File: config.mk
export PLATFORM = sky130hd
export DESIGN_NAME = p6m_port
export DESIGN_NICKNAME = d
export VERILOG_FILES = /design/src/rtl/p6m_pkg.sv /design/src/rtl/p6m_sel_if.sv /design/src/rtl/p6m_port.sv /design/src/rtl/p6m_func_sel.sv
export SDC_FILE = /design/constraint.sdc
export NUM_CORES = 1
export LEC_CHECK = 0
export BUFFER_PORTS_ARGS = -buffer_cell sky130_fd_sc_hd__buf_4
export CORE_MARGIN = 2
export CORE_UTILIZATION = 47
export DETAILED_ROUTE_END_ITERATION = 10
export GPL_TIMING_DRIVEN = 0
export PLACE_DENSITY = 0.75
export RECOVER_POWER = 50
export SLEW_MARGIN = 10
export SYNTH_ARGS = -nofsm -noshare
export SYNTH_HDL_FRONTEND = slang
export SYNTH_SLANG_ARGS = --single-unit
File: constraint.sdc
create_clock -name clk_i -period 1.8 [get_ports clk_i]
set_input_delay 0.09 -clock clk_i [delete_from_list [all_inputs] [get_ports clk_i]]
set_output_delay 0.09 -clock clk_i [all_outputs]
set_load 0.005 [all_outputs]
File: src/rtl/p6m_pkg.sv
// Overview of operation
// reset: all pins input, drivers off
// mode field maps pins 0-3 to upper address pairs
// address lines driven only for extended space
// pins 4,5 become strobes in extension modes
// read strobe low during external reads
// write strobe low during external writes
// pin 6 wait input when selected and input
// hold enable makes pin 6 hold request
// hold enable makes pin 7 hold acknowledge
// refresh enable makes pin 7 refresh output
// free pins follow direction register bitwise
// eight latches, switchable pull-ups
// reduced: strobes fixed, pins 0-3 output-only
// reduced: pins 0-3 float in reset, then low
// pull-up option enables pull-ups on inputs
// port write updates all free latches
// control pins hidden from software
// control function overrides direction and latch
package p6m_pkg;
  localparam int unsigned P6M_PINS = 8; // port width
  localparam int unsigned P6M_WAIT_REGIONS = 8; // wait regions
  // register byte offsets
  localparam logic [7:0] P6M_OFF_DATA = 8'h00; // port data
  localparam logic [7:0] P6M_OFF_DIR = 8'h04; // port_dir_reg
  localparam logic [7:0] P6M_OFF_MODE = 8'h08; // mem_ext_mode_reg
  localparam logic [7:0] P6M_OFF_PUO = 8'h0C; // pullup_option_reg
  localparam logic [7:0] P6M_OFF_HOLD = 8'h10; // hold_mode_reg
  localparam logic [7:0] P6M_OFF_REFR = 8'h14; // refresh_mode_reg
  localparam logic [7:0] P6M_OFF_WAITA = 8'h18; // wait_ctrl_reg_a
  localparam logic [7:0] P6M_OFF_WAITB = 8'h1C; // wait_ctrl_reg_b
  // reset values
  localparam logic [7:0] P6M_DIR_RST = 8'hFF; // all inputs
  localparam logic [7:0] P6M_LATCH_RST = 8'h00; // latch cleared
  localparam logic [7:0] P6M_REG_RST = 8'h00; // other registers
  localparam logic [3:0] P6M_MODE_RST = 4'h0; // port mode
  // memory extension mode codes
  localparam logic [3:0] P6M_MM_STRB_MIN = 4'h4; // first strobe code
  localparam logic [3:0] P6M_MM_ADDR2 = 4'h8; // A16..A17
  localparam logic [3:0] P6M_MM_ADDR4 = 4'h9; // A16..A19, last legal
  // pin positions
  localparam int unsigned P6M_PIN_RD = 4; // read strobe
  localparam int unsigned P6M_PIN_WR = 5; // write strobe
  localparam int unsigned P6M_PIN_IN = 6; // wait or hold request
  localparam int unsigned P6M_PIN_OUT = 7; // hold ack or refresh
  localparam int unsigned P6M_ADDR_PAIR = 2; // address pins per pair
  // control bit positions
  localparam int unsigned P6M_HOLD_EN_BIT = 0; // hold_enable_bit
  localparam int unsigned P6M_REFR_EN_BIT = 0; // refresh_enable_bit
  localparam int unsigned P6M_PUO_BIT = 6; // port_pullup_enable
  localparam logic [1:0] P6M_WAIT_EXT = 2'h3; // region uses pin wait
endpackage

File: src/rtl/p6m_sel_if.sv
`timescale 1ns/1ps
// configuration and bus activity in, per-pin control functions out
interface p6m_sel_if;
  logic [3:0] mode; // mem_ext_mode_field
  logic [7:0] dir; // port_dir_reg
  logic [15:0] wait_ctrl; // wait_ctrl_reg_b & wait_ctrl_reg_a
  logic hold_en; // hold_enable_bit
  logic refr_en; // refresh_enable_bit
  logic reduced; // reduced variant
  logic ext_space; // access above internal range
  logic ext_rd; // external read in progress
  logic ext_wr; // external write in progress
  logic [3:0] addr_hi; // upper address bits
  logic hold_ack; // bus released
  logic refr_pulse; // refresh pulse
  logic [7:0] ctrl_mask; // pin owned by a control function
  logic [7:0] ctrl_oe; // control drive enable
  logic [7:0] ctrl_val; // control drive value
  logic wait_en; // pin 6 is wait input
  modport sel (input mode, dir, wait_ctrl, hold_en, refr_en, reduced, ext_space,
    ext_rd, ext_wr, addr_hi, hold_ack, refr_pulse,
    output ctrl_mask, ctrl_oe, ctrl_val, wait_en);
  modport top (output mode, dir, wait_ctrl, hold_en, refr_en, reduced, ext_space,
    ext_rd, ext_wr, addr_hi, hold_ack, refr_pulse,
    input ctrl_mask, ctrl_oe, ctrl_val, wait_en);
endinterface

File: src/rtl/p6m_port.sv
`timescale 1ns/1ps
// eight-pin port with control-function multiplexing, wishbone registers
module p6m_port
  import p6m_pkg::*;
#(
  parameter bit REDUCED_VARIANT = 1'b0 // fixed strobes, output-only 0-3
) (
  input wire logic clk_i, // 20 MHz system clock
  input wire logic rst_i, // synchronous reset, active high
  input wire logic wb_cyc_i, // wishbone cycle
  input wire logic wb_stb_i, // wishbone strobe
  input wire logic wb_we_i, // wishbone write enable
  input wire logic [7:0] wb_adr_i, // wishbone byte address
  input wire logic [3:0] wb_sel_i, // wishbone byte selects
  input wire logic [31:0] wb_dat_i, // wishbone write data
  output logic [31:0] wb_dat_o, // wishbone read data
  output logic wb_ack_o, // wishbone acknowledge
  input wire logic ext_space_i, // current access above internal range
  input wire logic [3:0] ext_addr_hi_i, // high address bits of access
  input wire logic ext_rd_i, // external read in progress
  input wire logic ext_wr_i, // external write in progress
  input wire logic hold_ack_i, // bus released to external master
  input wire logic refresh_pulse_i, // refresh pulse from timer
  output logic bus_hold_request_o, // synced hold request
  output logic ext_wait_o, // synced wait request
  input wire logic [7:0] port_pins_i, // pin levels
  output logic [7:0] port_pins_o, // pin drive values
  output logic [7:0] port_pins_oe_o, // pin drive enables
  output logic [7:0] port_pullup_o // pull-up enables
);
  p6m_sel_if sif(); // link to the function selector

  logic [7:0] latch; // output latches
  logic [7:0] port_dir_reg; // 1 = input
  logic [3:0] mem_ext_mode_reg; // mode field
  logic [7:0] pullup_option_reg; // pull-up option
  logic [7:0] hold_mode_reg; // hold mode
  logic [7:0] refresh_mode_reg; // refresh mode
  logic [7:0] wait_ctrl_reg_a; // regions 0-3
  logic [7:0] wait_ctrl_reg_b; // regions 4-7
  logic [7:0] pin_meta; // first sync stage
  logic [7:0] pin_sync; // second sync stage
  logic [7:0] out_only; // pins without input function
  logic [7:0] next_oe; // next drive enables
  logic [7:0] next_out; // next drive values
  logic [7:0] next_pu; // next pull-ups
  logic [7:0] port_rd; // software view of the port
  logic [7:0] next_rdata; // decoded read data
  logic wr_en; // write accepted this edge
  logic [7:0] wdata; // low byte of write data

  // feed the function selector
  assign sif.mode = mem_ext_mode_reg;
  assign sif.dir = port_dir_reg;
  assign sif.wait_ctrl = {wait_ctrl_reg_b, wait_ctrl_reg_a};
  assign sif.hold_en = hold_mode_reg[P6M_HOLD_EN_BIT];
  assign sif.refr_en = refresh_mode_reg[P6M_REFR_EN_BIT];
  assign sif.reduced = REDUCED_VARIANT;
  assign sif.ext_space = ext_space_i;
  assign sif.ext_rd = ext_rd_i;
  assign sif.ext_wr = ext_wr_i;
  assign sif.addr_hi = ext_addr_hi_i;
  assign sif.hold_ack = hold_ack_i;
  assign sif.refr_pulse = refresh_pulse_i;

  p6m_func_sel u_sel (
    .s(sif.sel)
  );

  // reduced variant: pins 0-3 are output-only
  assign out_only = REDUCED_VARIANT ? 8'h0F : 8'h00;

  // write happens at the edge where ack is seen by the master
  assign wr_en = wb_cyc_i && wb_stb_i && wb_we_i && wb_ack_o && wb_sel_i[0];
  assign wdata = wb_dat_i[7:0];

  // two-stage synchroniser for the pins
  always_ff @(posedge clk_i) begin
    if (rst_i) begin
      pin_meta <= 8'h00;
      pin_sync <= 8'h00;
    end else begin
      pin_meta <= port_pins_i;
      pin_sync <= pin_meta;
    end
  end

  // output latches; control pins keep their old content
  always_ff @(posedge clk_i) begin
    if (rst_i) begin
      latch <= P6M_LATCH_RST; // reduced 0-3 start low
    end else if (wr_en && wb_adr_i == P6M_OFF_DATA) begin
      latch <= (wdata & ~sif.ctrl_mask) | (latch & sif.ctrl_mask);
    end
  end

  // direction register, all inputs after reset
  always_ff @(posedge clk_i) begin
    if (rst_i) begin
      port_dir_reg <= P6M_DIR_RST;
    end else if (wr_en && wb_adr_i == P6M_OFF_DIR) begin
      port_dir_reg <= wdata;
    end
  end

  // mode and option registers
  always_ff @(posedge clk_i) begin
    if (rst_i) begin
      mem_ext_mode_reg <= P6M_MODE_RST;
      pullup_option_reg <= P6M_REG_RST;
      hold_mode_reg <= P6M_REG_RST;
      refresh_mode_reg <= P6M_REG_RST;
      wait_ctrl_reg_a <= P6M_REG_RST;
      wait_ctrl_reg_b <= P6M_REG_RST;
    end else if (wr_en) begin
      unique case (wb_adr_i)
        P6M_OFF_MODE: begin
          mem_ext_mode_reg <= wdata[3:0];
        end
        P6M_OFF_PUO: begin
          pullup_option_reg <= wdata;
        end
        P6M_OFF_HOLD: begin
          hold_mode_reg <= wdata;
        end
        P6M_OFF_REFR: begin
          refresh_mode_reg <= wdata;
        end
        P6M_OFF_WAITA: begin
          wait_ctrl_reg_a <= wdata;
        end
        P6M_OFF_WAITB: begin
          wait_ctrl_reg_b <= wdata;
        end
        default: begin
          // data, direction or unmapped: nothing here
        end
      endcase
    end
  end

  // per-pin drive, pull-up and software view
  genvar p;
  generate
    for (p = 0; p < P6M_PINS; p++) begin : g_pin
      logic is_in; // port-mode input
      assign is_in = port_dir_reg[p] && !out_only[p];
      // control function overrides direction and latch
      assign next_oe[p] = sif.ctrl_mask[p] ? sif.ctrl_oe[p] : !is_in;
      assign next_out[p] = sif.ctrl_mask[p] ? sif.ctrl_val[p] : latch[p];
      // pull-up on pins set as input by direction, even when a control function drives them; never on output-only ones
      assign next_pu[p] = pullup_option_reg[P6M_PUO_BIT] && is_in;
      // control pins read as zero, inputs read the pin
      assign port_rd[p] = sif.ctrl_mask[p] ? 1'b0 : (is_in ? pin_sync[p] : latch[p]);
    end
  endgenerate

  // registered pin outputs, drivers off during reset
  always_ff @(posedge clk_i) begin
    if (rst_i) begin
      port_pins_oe_o <= 8'h00;
      port_pins_o <= 8'h00;
      port_pullup_o <= 8'h00;
    end else begin
      port_pins_oe_o <= next_oe;
      port_pins_o <= next_out;
      port_pullup_o <= next_pu;
    end
  end

  // inputs toward the bus controller
  always_ff @(posedge clk_i) begin
    if (rst_i) begin
      bus_hold_request_o <= 1'b0;
      ext_wait_o <= 1'b0;
    end else begin
      bus_hold_request_o <= sif.hold_en && pin_sync[P6M_PIN_IN];
      ext_wait_o <= sif.wait_en && !pin_sync[P6M_PIN_IN]; // low pin stretches
    end
  end

  // read mux; unmapped offsets read zero
  always_comb begin
    next_rdata = 8'h00;
    unique case (wb_adr_i)
      P6M_OFF_DATA: begin
        next_rdata = port_rd;
      end
      P6M_OFF_DIR: begin
        next_rdata = port_dir_reg;
      end
      P6M_OFF_MODE: begin
        next_rdata = {4'h0, mem_ext_mode_reg};
      end
      P6M_OFF_PUO: begin
        next_rdata = pullup_option_reg;
      end
      P6M_OFF_HOLD: begin
        next_rdata = hold_mode_reg;
      end
      P6M_OFF_REFR: begin
        next_rdata = refresh_mode_reg;
      end
      P6M_OFF_WAITA: begin
        next_rdata = wait_ctrl_reg_a;
      end
      P6M_OFF_WAITB: begin
        next_rdata = wait_ctrl_reg_b;
      end
      default: begin
        next_rdata = 8'h00; // unmapped
      end
    endcase
  end

  // wishbone answer: ack one cycle after the request, for one cycle
  always_ff @(posedge clk_i) begin
    if (rst_i) begin
      wb_ack_o <= 1'b0;
      wb_dat_o <= 32'h0000_0000;
    end else begin
      wb_ack_o <= wb_cyc_i && wb_stb_i && !wb_ack_o;
      wb_dat_o <= {24'h00_0000, next_rdata};
    end
  end
endmodule

File: src/rtl/p6m_func_sel.sv
`timescale 1ns/1ps
// decides which pins carry a control function and what they drive
module p6m_func_sel
  import p6m_pkg::*;
(
  p6m_sel_if.sel s // configuration in, pin functions out
);
  logic [P6M_WAIT_REGIONS-1:0] region_ext; // region picks external wait
  logic strb_mode; // extension mode with strobes
  logic addr2; // first address pair assigned
  logic addr4; // both address pairs assigned

  // one decode per wait region
  genvar g;
  generate
    for (g = 0; g < P6M_WAIT_REGIONS; g++) begin : g_region
      assign region_ext[g] = (s.wait_ctrl[2*g+1 -: 2] == P6M_WAIT_EXT);
    end
  endgenerate

  // mode decode; codes above the last legal one act as port mode
  assign strb_mode = (s.mode >= P6M_MM_STRB_MIN) && (s.mode <= P6M_MM_ADDR4);
  assign addr2 = (s.mode == P6M_MM_ADDR2) || (s.mode == P6M_MM_ADDR4);
  assign addr4 = (s.mode == P6M_MM_ADDR4);

  // per-pin control ownership, enable and value
  always_comb begin
    s.ctrl_mask = 8'h00;
    s.ctrl_oe = 8'h00;
    s.ctrl_val = 8'h00;
    s.wait_en = 1'b0;
    // upper address lines, driven only for extended space
    for (int i = 0; i < 2 * P6M_ADDR_PAIR; i++) begin
      if ((i < P6M_ADDR_PAIR) ? addr2 : addr4) begin
        s.ctrl_mask[i] = !s.reduced; // reduced keeps 0-3 as port
        s.ctrl_oe[i] = !s.reduced && s.ext_space;
        s.ctrl_val[i] = s.addr_hi[i];
      end
    end
    // strobes, active low, fixed on in the reduced variant
    if (strb_mode || s.reduced) begin
      s.ctrl_mask[P6M_PIN_RD] = 1'b1;
      s.ctrl_mask[P6M_PIN_WR] = 1'b1;
      s.ctrl_oe[P6M_PIN_RD] = 1'b1;
      s.ctrl_oe[P6M_PIN_WR] = 1'b1;
      s.ctrl_val[P6M_PIN_RD] = !s.ext_rd;
      s.ctrl_val[P6M_PIN_WR] = !s.ext_wr;
    end
    // pin 6: hold request wins over wait input
    if (s.hold_en) begin
      s.ctrl_mask[P6M_PIN_IN] = 1'b1;
    end else if ((|region_ext) && s.dir[P6M_PIN_IN]) begin
      s.ctrl_mask[P6M_PIN_IN] = 1'b1;
      s.wait_en = 1'b1;
    end
    // pin 7: hold acknowledge wins over refresh
    if (s.hold_en) begin
      s.ctrl_mask[P6M_PIN_OUT] = 1'b1;
      s.ctrl_oe[P6M_PIN_OUT] = 1'b1;
      s.ctrl_val[P6M_PIN_OUT] = s.hold_ack;
    end else if (s.refr_en) begin
      s.ctrl_mask[P6M_PIN_OUT] = 1'b1;
      s.ctrl_oe[P6M_PIN_OUT] = 1'b1;
      s.ctrl_val[P6M_PIN_OUT] = s.refr_pulse;
    end
  end
endmodule

==> results of run 1 <==
-- power by group --
| part | total [uW] | switching (uW) | internal [uW] |
|---|---|---|---|
| clock | 1490 | 947 | 545 |
| sequential | 2480 | 6.35 | 2470 |
| combinational | 365 | 190 | 175 |
-- path summary, 6_finish.rpt --
| kind | startpoint | end | slack, ns |
|---|---|---|---|
| setup / recovery | wait_ctrl_reg_a[1]$_SDFFE_PP0P_ | wb_dat_o[6]$_SDFF_PP0_ | 0.06 |
| hold / removal | wb_dat_i[7] | pullup_option_reg[7]$_SDFFE_PP0P_ | 0.01 |
| setup reg to reg | wait_ctrl_reg_a[1]$_SDFFE_PP0P_ | wb_dat_o[6]$_SDFF_PP0_ | 0.06 |
| hold reg to reg | pin_meta[7]$_SDFF_PP0_ | pin_sync[7]$_SDFF_PP0_ | 0.45 |
-- placed cells by master (no fill, tap or decap), types with 9 or more instances in the layout --
cell and count:
mux2i_1 48, a21oi_1 30, conb_1 24, nand2b_1 30, o21ai_0 13, clkbuf_4 33, nand3_1 18, dlygate4sd3_1 17
buf_4 67, clkbuf_1 19, mux2_2 10, nand2_1 13, nor2b_1 18, nor2_1 32, clkbuf_8 9, dfxtp_1 110
-- worst register-to-register path: stages (launching register included) --
cell	delay, ns
dfxtp_1	0.34
a22oi_1	0.27
a41oi_1	0.30
or4b_1	0.57
a21oi_1	0.19
-- metrics by stage --
step           utilization (%)  cell area, um^2  power (uW)  hold WS [ns]  worst slack (ns)
6_report                  61.7             6030        4340        0.0105            0.0563
5_1_grt                   61.7             6030        4470        0.0270           0.00182
4_1_cts                   61.5             6010        4330       0.00635            0.0157
3_5_place_dp              56.7             5540        2860         0.275            -0.550
3_3_place_gp              56.7             5540        2850         0.275            -0.562
2_1_floorplan                -             4830        2710         0.186            0.0719
-- cell type report --
type / instances / area share [%]
plain buffers: 48 / 4.98
clock buffers: 9 / 2.06
clock inverters: 7 / 1.20
inverters: 2 / 0.125
multi-input cells: 328 / 39.0
flip-flops and latches: 111 / 36.9
well taps: 133 / 2.76
repair buffers: 96 / 13.0
-- cell families (layout without fill, tap and decap cells) --
group | Yosys count | count (layout) | synth area share (%)
compound gates | 78 | 78 | 10.5
buf+inv | 52 | 162 | 6.56
mux | 65 | 65 | 16.2
flops | 111 | 111 | 46.8
simple gates | 161 | 161 | 19.8
other cells | 1 | 24 | 0.0790
-- timing repair --
item,CTS,global route
setup buffers,6,1
gates resized for setup,7,9
setup endpoints to repair,43,30
hold endpoints to repair,19,0
hold buffers,17,0
pin swaps,3,1
-- routing by layer --
metal	GRT usage (%)	up-vias
met4	12.3	0
li1	-	1877
met3	3.95	42
met1	34.1	1928
met5	0	-
met2	40.8	217
==> results.json, run 1 <==
{
  "grt_antenna_before_repair": 0,
  "synth-seq-cells": 111,
  "drc": 0,
  "start_util_pct": 48.6,
  "synth_top_area_share_pct": 46.8,
  "critPathRequiredTime_ns": 2.11,
  "worstPathArrival_ns": 2.05,
  "placed_cells": 696,
  "drt-total-wl_um": 13700,
  "clock_latency_ns": 0.39,
  "drv_cap": 0,
  "highest_layer": "met4",
  "grt-ovfl-total": 0,
  "fin_crit_sh_pct": 96.9,
  "synth_edf_count": 0,
  "fmax_ghz": 0.574,
  "end_kind": "register",
  "first_pass_iters": 5,
  "yosysWarnings": 0,
  "worst_slew_pin_slew_ns": 0.979,
  "multi_input_area_um2": 2350,
  "synthArstFlopShare_pct": 0,
  "grt_use_total_pct": 25.6,
  "htree_levels": 3,
  "drt_iter0_drc": 262,
  "slowest_delay_ns": 0.56,
  "syn_area_per_cell_um2": 10.1,
  "relSlewSlack_pct": 34.3,
  "netlist_area_um2": 4750,
  "cts_tree": "done",
  "irDropWorstVdd_mv": 0.489,
  "synthDistinctLibCells": 51,
  "crit_chain": "a22oi_1 > a41oi_1 > or4b_1 > a21oi_1",
  "layout-drive-gt1-share_pct": 25.6,
  "p_per_area_nw_per_um2": 720,
  "path_buf_inv": 0,
  "instances_no_fill": 734,
  "ys_top_cells_by_area": "dfxtp_1 (47%), mux2i_1 (10%), nand2b_1 (4.0%), buf_4 (3.8%), a21oi_1 (3.2%)",
  "cts.clk_slew.worst_paths_ns": 0.11,
  "grt_max_degree": 22,
  "cts_buffers": 9,
  "synthCells": 468,
  "route.met2.wl_um": 6340,
  "fillerInstances": 811,
  "hold_depth": 3,
  "route.vias.total": 4064,
  "skew_ns": 0.0121,
  "ant_nets": 0,
  "fin_tns_setup_ns": 0,
  "syn_to_final_growth_pct": 27.0,
  "synth_top_flop_cell": "dfxtp_1",
  "crit_family": "compound AO/OA/AOI/OAI gates",
  "start_kind": "register",
  "finalWeightedCongestion": 0.921,
  "regArea_um2": 2220,
  "wl_met1_um": 5770,
  "io_buffers": 72,
  "wl_met3_um": 1110,
  "cts-root-buf": "clkbuf_8",
  "viasPerCell": 5.54,
  "setup_viol": 0,
  "die_h_um": 104,
  "n_antenna_cell": 0,
  "nNetsFinal": 662,
  "die_area_um2": 10900,
  "die_x_um": 104,
  "grt_first_pass_wirelength_um": 21500,
  "min_period_ns": 1.74,
  "reg2reg_depth": 4,
  "p_leak_uw": 0.00249,
  "hold_path.class": "in -> reg",
  "critPathMaxFanout": 4,
  "worstSetupPathType": "reg -> reg",
  "ctsLongestPathBuffers": 2,
  "finalHoldViolations": 0,
  "std_cell_rows": 36,
  "synth_most_common_cell": "dfxtp_1",
  "seq_area_frac_synth_pct": 46.8,
  "grt_pass1_vias": 3877,
  "rsz0062_at_grt": "false",
  "ioPinCount": 125,
  "path_depth": 4,
  "cts_sinks": 111,
  "synth_top_area_cell": "dfxtp_1",
  "core_um2": 9770,
  "hpwlAfterDp_um": 9850,
  "wl_per_cell_um": 18.7,
  "cp_slowest_cell": "or4b_1",
  "synth_commonest_cells": "dfxtp_1 (111), mux2i_1 (48), nor2_1 (32)",
  "finalMaxSlewViolations": 0,
  "status": "finished clean"
}
Note: power is estimated with default switching activity, not from simulation.
==> run 2: changes to the inputs <==
PLACE_DENSITY = 0.86   (was 0.75)
SLEW_MARGIN = 20   (was 10)
==> run 2 against run 1 <==
Worst setup slack worse by 0.031 ns. Sequential share of layout area hardly changed. Global-route usage is 0.37 points lower. Highest routed layer unchanged.
==> results.json, run 2 (synthesis results as in run 1) <==
{
  "grt_use_total_pct": 25.3,
  "ctsLongestPathBuffers": 2,
  "relSlewSlack_pct": 35.0,
  "rrSetupSlack_ns": 0.03,
  "r2r_start": "wait_ctrl_reg_a[1]$_SDFFE_PP0P_",
  "fin_crit_sh_pct": 98.6,
  "regArea_um2": 2230,
  "cts-root-buf": "clkbuf_8",
  "grt_pass1_vias": 3932,
  "reg2reg_depth": 4,
  "rsz0062_at_grt": "false",
  "io_buffers": 72,
  "critPathRequiredTime_ns": 2.09,
  "finalWeightedCongestion": 0.987,
  "cp_slowest_cell": "or4b_1",
  "crit_family": "compound AO/OA/AOI/OAI gates",
  "min_period_ns": 1.77,
  "hpwlAfterDp_um": 9920,
  "fmax_ghz": 0.564,
  "die_h_um": 104,
  "skew_ns": 0.00733,
  "hold_path.class": "in -> reg",
  "grt_first_pass_wirelength_um": 21300,
  "ant_nets": 0,
  "worstPathArrival_ns": 2.07,
  "layout-drive-gt1-share_pct": 25.6,
  "route.vias.total": 4149,
  "grt_antenna_before_repair": 0,
  "syn_to_final_growth_pct": 27.0,
  "drv_cap": 0,
  "start_util_pct": 48.6,
  "hold_end": "wb_ack_o$_SDFF_PP0_",
  "fin_util_pct": 61.7,
  "p_leak_uw": 0.00250,
  "n_antenna_cell": 0,
  "worst_slew_pin_slew_ns": 0.968,
  "nNetsFinal": 663,
  "placed_cells": 696,
  "die_x_um": 104,
  "final_cell_mix": "dfxtp_1 (110), buf_4 (68), mux2i_1 (48)",
  "cts_buffers": 9,
  "clock_latency_ns": 0.38,
  "drt_iter0_drc": 480,
  "end_kind": "register",
  "path_buf_inv": 0,
  "worstSetupPathType": "reg -> reg",
  "crit_chain": "a22oi_1 > a41oi_1 > or4b_1 > a21oi_1",
  "viasPerCell": 5.64,
  "hp-start": "wb_stb_i",
  "wl_per_cell_um": 18.9,
  "htree_levels": 3,
  "critPathMaxFanout": 4,
  "final_common_cell": "dfxtp_1",
  "cts_tree": "done",
  "holdWs_ns": 0.0255,
  "grt-ovfl-total": 0,
  "cts.clk_slew.worst_paths_ns": 0.11,
  "setup_viol": 0,
  "hold_depth": 3,
  "slowest_delay_ns": 0.56,
  "fin_tns_setup_ns": 0,
  "worst_r2r_endpoint": "wb_dat_o[6]$_SDFF_PP0_",
  "finalMaxSlewViolations": 0,
  "drc": 0,
  "ioPinCount": 125,
  "cts_sinks": 111,
  "instances_no_fill": 735,
  "core_um2": 9770,
  "multi_input_area_um2": 2350,
  "start_kind": "register",
  "fillerInstances": 807,
  "irDropWorstVdd_mv": 0.458,
  "finalHoldViolations": 0,
  "status": "finished clean",
  "grt_max_degree": 21,
  "first_pass_iters": 6,
  "die_area_um2": 10900,
  "std_cell_rows": 36,
  "drt-total-wl_um": 13900,
  "p_per_area_nw_per_um2": 715
}
run 2: changes by cell type in the layout (fill, tap and decap cells not counted), sizes merged:
cell / delta
clkinv: -1
clkbuf: -1
buf: +3
run 2: power by group:
group / total [uW] / leakage, uW / internal, uW / switching, uW
combinational: 364 / 0.00150 / 175 / 189
clock: 1470 / 0.0000965 / 544 / 923
sequential: 2480 / 0.000898 / 2470 / 7.20
run 2: per-stage QoR:
step           total power (uW)  setup WS (ns)  cell area, um^2
6_report                   4310         0.0257             6030
5_1_grt                    4440        0.00169             6030
4_1_cts                    4300        0.00776             6000
3_5_place_dp               2850         -0.504             5540
3_3_place_gp               2850         -0.435             5540
2_1_floorplan              2710         0.0719             4830
run 2: timing repair:
action	in CTS	in global routing
hold endpoints to repair	19	0
setup buffers	6	2
resized for setup	8	6
pin swaps	3	1
setup endpoints to repair	50	31
hold buffers	17	0
run 2: area by class of cell:
type / count / share of cell area [%]
Timing Repair Buffer: 97 / 13.1
Buffer: 48 / 4.96
Sequential cell: 111 / 36.9
Tap cell: 133 / 2.76
Inverter: 2 / 0.125
Clock inverter: 6 / 1.04
Multi-Input combinational cell: 328 / 38.9
Clock buffer: 10 / 2.12
run 2: worst max path at each step:
| stage | endpoint | cells after the start | startpoint |
|---|---|---|---|
| final | wb_dat_o[6]$_SDFF_PP0_ | 4 | wait_ctrl_reg_a[1]$_SDFFE_PP0P_ |
| after global routing | wait_ctrl_reg_a[5]$_SDFFE_PP0P_ | 7 | wb_ack_o$_SDFF_PP0_ |
| after CTS | wb_dat_o[6]$_SDFF_PP0_ | 7 | wb_adr_i[3] |
| after detailed placement | refresh_mode_reg[2]$_SDFFE_PP0P_ | 5 | wb_adr_i[1] |
| after global placement | refresh_mode_reg[6]$_SDFFE_PP0P_ | 5 | wb_adr_i[1] |
| after floorplan | register | 6 | wb_adr_i[3] |
run 2: tightest hold or removal path, stage by stage:
cell	delay [ns]
buf_4	0.14
nand2_1	0.09
nor3_1	0.05
run 2: metal layers:
layer,routed length (um),global-route usage (%),vias up
li1,-,-,1882
met1,5520,32.1,1961
met2,6490,40.9,258
met3,1330,5.20,48
met4,553,12.3,0
met5,0,0,-
